## src/common/dasr_map.vh

```
// Constants for the differential converter serial readout block.
// Assumes inclusion by bare name from the design files.
`ifndef DASR_MAP_VH
`define DASR_MAP_VH
`define DASR_NULL_BITS    4
`define DASR_RESULT_BITS  12
`define DASR_FRAME_BITS   16
`define DASR_CNT_W        5
`define DASR_CNT_RST      5'h00
`define DASR_CNT_ONE      5'h01
`define DASR_CNT_LAST     5'h0F
`define DASR_SHIFT_RST    16'h0000
`define DASR_RESULT_RST   12'h000
`endif

```

## src/logic/dasr_sync.v

```verilog
// Three-stage synchroniser for one pin input with agreement filter.
// Assumes the input is asynchronous to CLOCK_I; output changes only
// when the second and third stages agree.
module dasr_sync #(
  parameter RST_VAL = 1'b0
) (
  input  wire clk_i,
  input  wire rst_i,
  input  wire pin_i,
  output reg  level_o
);
  reg s1_reg;
  reg s2_reg;
  reg s3_reg;

  // Shift the pin through three stages and update the filtered level.
  always @(posedge clk_i) begin
    if (rst_i) begin
      s1_reg  <= RST_VAL;
      s2_reg  <= RST_VAL;
      s3_reg  <= RST_VAL;
      level_o <= RST_VAL;
    end else begin
      s1_reg <= pin_i;
      s2_reg <= s1_reg;
      s3_reg <= s2_reg;
      if (s2_reg == s3_reg) begin
        level_o <= s3_reg;
      end
    end
  end
endmodule

```

## src/logic/dasr_top.v

```verilog
// Serial readout and conversion control of a 12-bit differential converter.
// Assumes select and serial clock come from a host outside the CLOCK_I
// domain; the sample word arrives in parallel from the analog core.
// Each pin passes a three-stage filter, so a pin edge takes effect four
// to five CLOCK_I cycles after it arrives, and a data bit reaches its pin
// that long after the serial clock fall that calls for it.
// Assumes SAMPLE_I is steady from before select fall until it is taken.
// There is no register interface; all control comes from the pins.
// Operation
// - Select low runs, select high powers down.
// - Conversion starts at select falling edge.
// - Frame: four null bits, twelve bits, MSB first.
// - Output changes on serial clock falling edges.
// - Serial clock paces transfer and conversion.
// - Result is two's complement, MSB is sign.
`include "dasr_map.vh"
module dasr_top (
  input  wire        CLOCK_I,
  input  wire        SYS_RST_I,
  input  wire        CONV_SEL_N_I,
  input  wire        SER_CLK_I,
  input  wire [11:0] SAMPLE_I,
  output reg         SER_DATA_O,
  output reg         SER_DATA_OE_N_O,
  output reg         POWER_DOWN_O,
  output reg         CONV_BUSY_O,
  output reg         SAMPLE_HOLD_O
);
  // One-hot frame states: power-down, frame shifting, and frame
  // complete while waiting for select to rise.
  localparam ST_DOWN = 3'b001;
  localparam ST_CONV = 3'b010;
  localparam ST_DONE = 3'b100;

  // Filtered pins, edge strobes, frame state and the next values of
  // every output flip-flop.
  wire                         sel_n;
  wire                         sclk;
  wire                         sel_fall;
  wire                         sclk_fall;
  wire                         frame_load;
  wire                         frame_step;
  reg                          sel_n_d_reg;
  reg                          sclk_d_reg;
  reg  [2:0]                   state_reg;
  reg  [2:0]                   state_next;
  reg  [`DASR_CNT_W-1:0]       cnt_reg;
  reg  [`DASR_CNT_W-1:0]       cnt_next;
  reg  [`DASR_FRAME_BITS-1:0]  shift_reg;
  reg  [`DASR_FRAME_BITS-1:0]  shift_next;
  reg                          pd_next;
  reg                          busy_next;
  reg                          hold_next;
  reg                          oe_n_next;
  reg                          data_next;

  // Filtered copies of the select and serial clock pins. Select rests
  // high and the serial clock rests low, so each filter starts at the
  // idle level of its pin and reset never leaves a false edge behind.
  dasr_sync #(.RST_VAL(1'b1)) u_sel_sync (
    .clk_i   (CLOCK_I),
    .rst_i   (SYS_RST_I),
    .pin_i   (CONV_SEL_N_I),
    .level_o (sel_n)
  );
  dasr_sync #(.RST_VAL(1'b0)) u_sclk_sync (
    .clk_i   (CLOCK_I),
    .rst_i   (SYS_RST_I),
    .pin_i   (SER_CLK_I),
    .level_o (sclk)
  );

  // Edge detection on the filtered levels. The delayed copies reset to
  // the same idle levels as the filters, so the first cycles after
  // reset show no edge.
  always @(posedge CLOCK_I) begin
    if (SYS_RST_I) begin
      sel_n_d_reg <= 1'b1;
      sclk_d_reg  <= 1'b0;
    end else begin
      sel_n_d_reg <= sel_n;
      sclk_d_reg  <= sclk;
    end
  end

  assign sel_fall  = sel_n_d_reg & ~sel_n;
  assign sclk_fall = sclk_d_reg & ~sclk;

  // A frame loads once per select fall seen in power-down, and steps
  // once per serial clock fall while select stays low; a clock fall that
  // meets a select rise is dropped so that the abort wins cleanly.
  assign frame_load = (state_reg == ST_DOWN) && sel_fall;
  assign frame_step = (state_reg == ST_CONV) && sclk_fall
                      && !sel_n;

  // Next state: select high always forces power-down, from any state,
  // so an aborted frame ends at once. A frame is complete after the
  // sixteenth serial clock fall; later clock edges are ignored until
  // select rises and falls again.
  always @* begin
    state_next = state_reg;
    case (state_reg)
      ST_DOWN: begin
        if (sel_fall) begin
          state_next = ST_CONV;
        end
      end
      ST_CONV: begin
        if (sel_n) begin
          state_next = ST_DOWN;
        end else if (sclk_fall &&
                     cnt_reg == `DASR_CNT_LAST) begin
          state_next = ST_DONE;
        end
      end
      ST_DONE: begin
        if (sel_n) begin
          state_next = ST_DOWN;
        end
      end
      default: begin
        state_next = ST_DOWN;
      end
    endcase
  end

  // Next values of the bit counter and the frame shift register. The
  // frame is built whole at select fall, null bits on top, so every
  // later step only moves it up by one place and feeds a zero in.
  always @* begin
    cnt_next   = cnt_reg;
    shift_next = shift_reg;
    if (frame_load) begin
      cnt_next   = `DASR_CNT_RST;
      // The core delivers a two's-complement code, which is kept as is.
      shift_next = {{`DASR_NULL_BITS{1'b0}}, SAMPLE_I};
    end else if (frame_step) begin
      // Only serial clock falls move the frame on.
      cnt_next   = cnt_reg + `DASR_CNT_ONE;
      shift_next = {shift_reg[`DASR_FRAME_BITS-2:0], 1'b0};
    end
  end

  // State, bit counter and shift register, all on the system clock so
  // that the pin filters are the only place where time is crossed.
  always @(posedge CLOCK_I) begin
    if (SYS_RST_I) begin
      state_reg <= ST_DOWN;
      cnt_reg   <= `DASR_CNT_RST;
      shift_reg <= `DASR_SHIFT_RST;
    end else begin
      state_reg <= state_next;
      cnt_reg   <= cnt_next;
      shift_reg <= shift_next;
    end
  end

  // Next values of the status outputs, decoded from the next state so
  // that each output flip-flop turns in the same cycle as the state.
  // Any code outside the three states reads as power-down.
  always @* begin
    pd_next   = 1'b1;
    busy_next = 1'b0;
    hold_next = 1'b0;
    oe_n_next = 1'b1;
    case (state_next)
      ST_DOWN: begin
        pd_next   = 1'b1;
        busy_next = 1'b0;
        hold_next = 1'b0;
        oe_n_next = 1'b1;
      end
      ST_CONV: begin
        pd_next   = 1'b0;
        busy_next = 1'b1;
        hold_next = 1'b1;
        oe_n_next = 1'b0;
      end
      ST_DONE: begin
        pd_next   = 1'b0;
        busy_next = 1'b0;
        hold_next = 1'b1;
        oe_n_next = 1'b0;
      end
      default: begin
        pd_next   = 1'b1;
        busy_next = 1'b0;
        hold_next = 1'b0;
        oe_n_next = 1'b1;
      end
    endcase
  end

  // Next value of the serial data bit. Power-down takes priority, so a
  // clock fall that meets a select rise cannot drive a bit while the
  // output enable is being withdrawn. Otherwise the top of the next
  // frame word is shown: the first null bit at select fall and each
  // later bit one serial clock fall after the one before.
  always @* begin
    data_next = SER_DATA_O;
    if (state_next == ST_DOWN) begin
      data_next = 1'b0;
    end else if (frame_load) begin
      data_next = shift_next[`DASR_FRAME_BITS-1];
    end else if (frame_step) begin
      data_next = shift_next[`DASR_FRAME_BITS-1];
    end
  end

  // Registered pin outputs; each top-level output is one flip-flop, so
  // the pins never show a decode glitch.
  always @(posedge CLOCK_I) begin
    if (SYS_RST_I) begin
      SER_DATA_O      <= 1'b0;
      SER_DATA_OE_N_O <= 1'b1;
      POWER_DOWN_O    <= 1'b1;
      CONV_BUSY_O     <= 1'b0;
      SAMPLE_HOLD_O   <= 1'b0;
    end else begin
      SER_DATA_O      <= data_next;
      SER_DATA_OE_N_O <= oe_n_next;
      POWER_DOWN_O    <= pd_next;
      CONV_BUSY_O     <= busy_next;
      SAMPLE_HOLD_O   <= hold_next;
    end
  end
endmodule

```

## config.mk

```make
export PLATFORM = sky130hd
export DESIGN_NAME = dasr_top
export DESIGN_NICKNAME = d
export VERILOG_FILES = /design/src/logic/dasr_sync.v /design/src/logic/dasr_top.v
export VERILOG_INCLUDE_DIRS = /design/src /design/src/common
export SDC_FILE = /design/constraint.sdc
export NUM_CORES = 1
export LEC_CHECK = 0
export ABC_AREA = 1
export BUFFER_PORTS_ARGS = -buffer_cell sky130_fd_sc_hd__buf_2
export CORE_ASPECT_RATIO = 0.7
export CORE_UTILIZATION = 25
export CTS_CLUSTER_DIAMETER = 40
export DETAILED_ROUTE_END_ITERATION = 8
export PLACE_DENSITY = 0.41
export SLEW_MARGIN = 20
export SYNTH_ARGS = -nofsm -noshare
export SYNTH_HDL_FRONTEND = slang
export SYNTH_SLANG_ARGS = --single-unit
```

## constraint.sdc

```tcl
create_clock -name CLOCK_I -period 1.2 [get_ports CLOCK_I]
set_input_delay 0.06 -clock CLOCK_I [delete_from_list [all_inputs] [get_ports CLOCK_I]]
set_output_delay 0.06 -clock CLOCK_I [all_outputs]
set_load 0.01 [all_outputs]
```

==> results of run 1 <==
final cells by class:
class	instances	area, sq um	area share
Multi-Input combinational cell	145	822.0	0.3590
Timing Repair Buffer	49	421.7	0.1842
Inverter	28	115.1	0.05027
Tap cell	75	93.84	0.04098
Clock buffer	7	86.33	0.03770
Sequential cell	37	750.7	0.3279
synthesized netlist by cell type, drive strengths merged:
cell / count / area share
nand2: 53 / 0.13
nand4: 2 / 0.0079
nor3: 3 / 0.0095
xor2: 2 / 0.011
nor2: 54 / 0.14
nand3: 11 / 0.047
a21oi: 11 / 0.035
buf: 7 / 0.037
inv: 28 / 0.066
dfxtp: 37 / 0.47
ha: 2 / 0.016
or2: 3 / 0.012
o21ai: 4 / 0.013
routing by layer:
metal  routed length [um]  track usage  vias to the layer above
met5                    0            0                        -
met4                    8      0.03358                        0
met3                  159      0.03831                        2
met2                 1484       0.1461                       23
met1                 2025       0.1642                      567
li1                     -            -                      754
critical path: stages, from the launching register on:
cell and delay (ns):
dfxtp_2 0.36, ha_4 0.14, inv_4 0.04, nor3_4 0.17, ha_2 0.21, nand3_2 0.08, nor2_1 0.11, nor2_1 0.05
nor2_1 0.09
cell families (layout without fill, tap and decap cells):
group | count (synthesis) | in the layout | share of synthesized area
simple gates | 126 | 126 | 0.3552
flops | 37 | 37 | 0.4672
buf+inv | 35 | 84 | 0.1034
compound gates | 15 | 15 | 0.04735
fa+ha+maj | 2 | 2 | 0.01578
xor+xnor | 2 | 2 | 0.01105
final timing paths:
check                                startpoint                       endpoint  slack, ns
setup reg to reg        cnt_reg[0]$_SDFFE_PP0P_        state_reg[2]$_SDFF_PP0_      -0.11
setup / recovery        cnt_reg[0]$_SDFFE_PP0P_        state_reg[2]$_SDFF_PP0_      -0.11
hold / removal                      SAMPLE_I[0]      shift_reg[0]$_SDFFE_PP0P_       0.04
hold reg to reg   u_sclk_sync.s1_reg$_SDFF_PP0_  u_sclk_sync.s2_reg$_SDFF_PP0_       0.40
power by group:
group / internal, uW / total (uW) / switching [uW] / leakage, uW
registers: 1230 / 1240 / 3.96 / 0.000302
logic: 34.5 / 71.8 / 37.4 / 0.000677
clock network: 456 / 873 / 417 / 0.0000443
per-stage QoR:
step / power (uW) / setup TNS [ns] / hold slack, ns / instances
finish: 2183 / -1.005 / 0.03758 / 341
global route: 2292 / -2.748 / 0.03476 / 341
CTS: 2229 / -0.06630 / 0.03342 / 332
detailed placement: 1333 / -0.2528 / 0.2470 / 323
global placement: 1335 / -0.1355 / 0.2438 / 323
floorplan: 1296 / 0 / 0.1428 / 217
repair_timing:
item / CTS / global route
hold buffers: 2 / 0
setup endpoints to repair: 19 / 25
gates cloned: 0 / 4
endpoints found under the hold margin: 2 / 0
gates resized for setup: 18 / 40
setup buffers: 0 / 5
pin swaps: 5 / 29
==> results.ini, run 1 <==
[job]
maxCapViolCount = 0

[clock_network]
clk_pin_slew_ns = 0.07
cts.path.max_buffers = 2
cts.htree.levels = 2
cts_tree = built
clock_sinks = 37
cts-root-buf = clkbuf_8
cts_buffers = 5
clock_latency_ns = 0.28

[floorplan]
row_count = 23
pin_count = 21
die_y_um = 68.63
core_area_sq_um = 5928
dieArea_sq_um = 6669
start_util = 0.2674
die-width_um = 97.18

[routing]
drc = 0
routed-via-count = 1346
detail_route.wl_per_cell_um = 10.78
dr.pass1.iters = 4
vias_per_cell = 3.947
routed_wl_mm = 3.677
ant_nets = 0
drtIter0Drc = 57

[synthesis]
yosysSeqAreaShare = 0.4672
ys_types = 20
synth.cell_area_sq_um = 1585
ys_ff_latch = 37
syn-instance-count = 217
syn_area_per_cell_sq_um = 7.305
syn_nets = 235
yosys_warnings = 0

[worst_setup_path]
cp-end-kind = flip-flop
crit_arrival_ns = 1.53
crit_path_start_kind = flip-flop
crit_required_ns = 1.42
worstSetupPathType = reg -> reg
critPathMaxFanout = 2
worstRegToRegCells = 8

[cells_and_area]
diodes = 0
fin_nets = 284
area_delta_synth_final_pct = 44.44
nFillCells = 635
drive_gt1_frac = 0.4023
fin_area_sq_um = 2290
layout_commonest_cell = nor2_1
utilization = 0.3862
layout_common_cells = nor2_1, nand2_1, dfxtp_1
largest_reg_flops = 15

[sta]
setup_viol = 19
hold_viol = 0
drv_slew = 0
tightest_slew_ns = 0.3249
fmax_ghz = 0.7631
period_minus_slack_ns = 1.311
rsz0062_at_grt = yes
fin_crit_sh = 1.092
maxSlewHeadroom = 0.7834
finClkSkew_ns = 0.007148
setup_slack_ns = -0.1105

[global_routing]
grt_remaining_overflow = 0
grt_pass1_wl_mm = 5.630
grt_pass1_vias = 1155
grt.total_usage = 0.1107
antenna_found_initial = 0
grt_max_degree = 20

[run_status]
violations = negative setup slack
outcome = complete, but fails checks

[power]
power_leakage_uw = 0.001023
p_per_area_nw_per_um2 = 953.5
ir_drop_mv = 0.4199

[hold_path]
hold_path.class = in -> reg
min_delay_path_depth = 3

[placement]
dp_hpwl_mm = 2.328
dp_slack_ns = -0.07363
port_buffers = 20
placed_cell_area_sq_um = 1868
routabilityCongestion = 0.7780

Note: power is estimated with default switching activity, not from simulation.
==> run 2: changes to the inputs <==
--- a/config.mk
+++ b/config.mk
@@ -12,6 +12,7 @@
 export CORE_UTILIZATION = 25
 export CTS_CLUSTER_DIAMETER = 40
 export DETAILED_ROUTE_END_ITERATION = 8
+export MAX_ROUTING_LAYER = met4
 export PLACE_DENSITY = 0.41
 export SLEW_MARGIN = 20
 export SYNTH_ARGS = -nofsm -noshare
==> run 2 against run 1 <==
Clock-buffer cell count stayed put. Die area stayed put. Clock skew is 0.00090 ns higher. Largest power group unchanged. Global-route usage is 0.34 points higher. Combinational power hardly changed. The run still ends with negative setup slack left. Routed wire length is 0.14% lower. Total power is 0.13% lower. Worst hold slack worse by 0.00061 ns. Non-clock buffer count stayed put. First-iteration DRC count is 14% lower. Final area stayed put. Sequential share of layout area stayed put.
==> results.ini, run 2 (synthesis gave the netlist of run 1 again) <==
[cells_and_area]
largest_reg_flops = 15
layout_commonest_cell = nor2_1
layout_common_cells = nor2_1, nand2_1, dfxtp_1
fin_nets = 284
drive_gt1_frac = 0.4023
area_delta_synth_final_pct = 44.44
nFillCells = 635
fin_cells = 341
diodes = 0

[global_routing]
antenna_found_initial = 0
grt_pass1_vias = 1155
grt_remaining_overflow = 0
grt.total_usage = 0.1141
grt_max_degree = 20
grt_pass1_wl_mm = 5.630

[floorplan]
die-width_um = 97.18
start_util = 0.2674
core_area_sq_um = 5928
row_count = 23
dieArea_sq_um = 6669
die_y_um = 68.63
pin_count = 21

[sta]
drv_slew = 0
fmax_ghz = 0.7647
maxSlewHeadroom = 0.7838
hold_viol = 0
setup_slack_ns = -0.1077
finClkSkew_ns = 0.008045
period_minus_slack_ns = 1.308
setup_viol = 19
fin_crit_sh = 1.090
rsz0062_at_grt = yes
tightest_slew_ns = 0.3243

[placement]
routabilityCongestion = 0.7886
dp_slack_ns = -0.07363
dp_hpwl_mm = 2.328
port_buffers = 20
placed_cells = 323

[worst_setup_path]
crit_required_ns = 1.42
critPathBufInv = 1
critPathSlowestCell = dfxtp_2
worstSetupPathType = reg -> reg
crit_arrival_ns = 1.53
path_common_cell = nor2_1
crit_path_start_kind = flip-flop
cp-end-kind = flip-flop
crit_chain = ha_4 > inv_4 > nor3_4 > ha_2 > nand3_2 > nor2_1 > nor2_1 > nor2_1
max_stage_delay_ns = 0.36
critPathMaxFanout = 2
crit_family = simple AND/OR/NAND/NOR gates

[power]
p_per_area_nw_per_um2 = 952.3
ir_drop_mv = 0.4201
power_leakage_uw = 0.001023

[clock_network]
cts_buffers = 5
cts.path.max_buffers = 2
clock_sinks = 37
clk_pin_slew_ns = 0.07
cts_tree = built
cts.htree.levels = 2
clock_latency_ns = 0.28
cts-root-buf = clkbuf_8

[job]
maxCapViolCount = 0

[routing]
vias_per_cell = 3.947
ant_nets = 0
dr.pass1.iters = 4
detail_route.wl_per_cell_um = 10.77
routed_wl_mm = 3.672
drtIter0Drc = 49
drc = 0
routed-via-count = 1346

[run_status]
violations = negative setup slack
outcome = complete, but fails checks

[hold_path]
hold_path.class = in -> reg

## run 2: cell counts in the layout (fill, tap and decap cells not counted)
No cell type changed its count.
## run 2: final cells by class
class	count	area [sq um]	area share
flip-flops and latches	37	750.7	0.3279
clock buffers	7	86.33	0.03770
multi-input cells	145	822.0	0.3590
well taps	75	93.84	0.04098
inverters	28	115.1	0.05027
repair buffers	49	421.7	0.1842
## run 2: tightest hold or removal path: cells and delay by family
kind                   cells  cell delay (ns)
buffers and inverters      1             0.10
AOI/OAI and AO/OA          1             0.05
and+or+nand+nor            1             0.06
## run 2: path summary, 6_finish.rpt
kind                                  from                       endpoint  slack, ns  depth (start not counted)
max                cnt_reg[0]$_SDFFE_PP0P_        state_reg[2]$_SDFF_PP0_      -0.11                          8
min                            SAMPLE_I[0]      shift_reg[0]$_SDFFE_PP0P_       0.04                          3
max reg2reg        cnt_reg[0]$_SDFFE_PP0P_        state_reg[2]$_SDFF_PP0_      -0.11                          8
min reg2reg  u_sclk_sync.s1_reg$_SDFF_PP0_  u_sclk_sync.s2_reg$_SDFF_PP0_       0.40                          2
## run 2: report_power, final
part           internal, uW  leakage [uW]  switching, uW  total [uW]
Sequential             1230      0.000302           3.96        1240
Combinational          34.5      0.000677           37.3        71.8
Clock                   456     0.0000443            414         870
Total                  1730       0.00102            456        2180
## run 2: metal layers
| layer | vias up | wire length [um] | track usage |
|---|---|---|---|
| met3 | 2 | 141 | 0.03629 |
| met4 | 0 | 8 | 0.03358 |
| li1 | 754 | - | - |
| met2 | 23 | 1468 | 0.1461 |
| met1 | 567 | 2054 | 0.1654 |
| met5 | - | 0 | - |
## run 2: stage by stage
step	instance area (sq um)	util	hold slack, ns	TNS (ns)	total power, uW
after floorplan	1585	-	0.1428	0	1296
after global placement	1868	0.3151	0.2438	-0.1355	1335
after detailed placement	1868	0.3151	0.2470	-0.2528	1333
after CTS	2023	0.3413	0.03342	-0.06630	2229
after global routing	2290	0.3862	0.03476	-2.754	2292
final	2290	0.3862	0.03697	-0.9278	2181
## run 2: timing repair
action | 4_1_cts | 5_1_grt
hold endpoints to repair | 2 | 0
gates cloned | 0 | 4
resized for setup | 18 | 40
buffers inserted | 0 | 5
hold buffers | 2 | 0
pin swaps | 5 | 29
setup endpoints to repair | 19 | 25
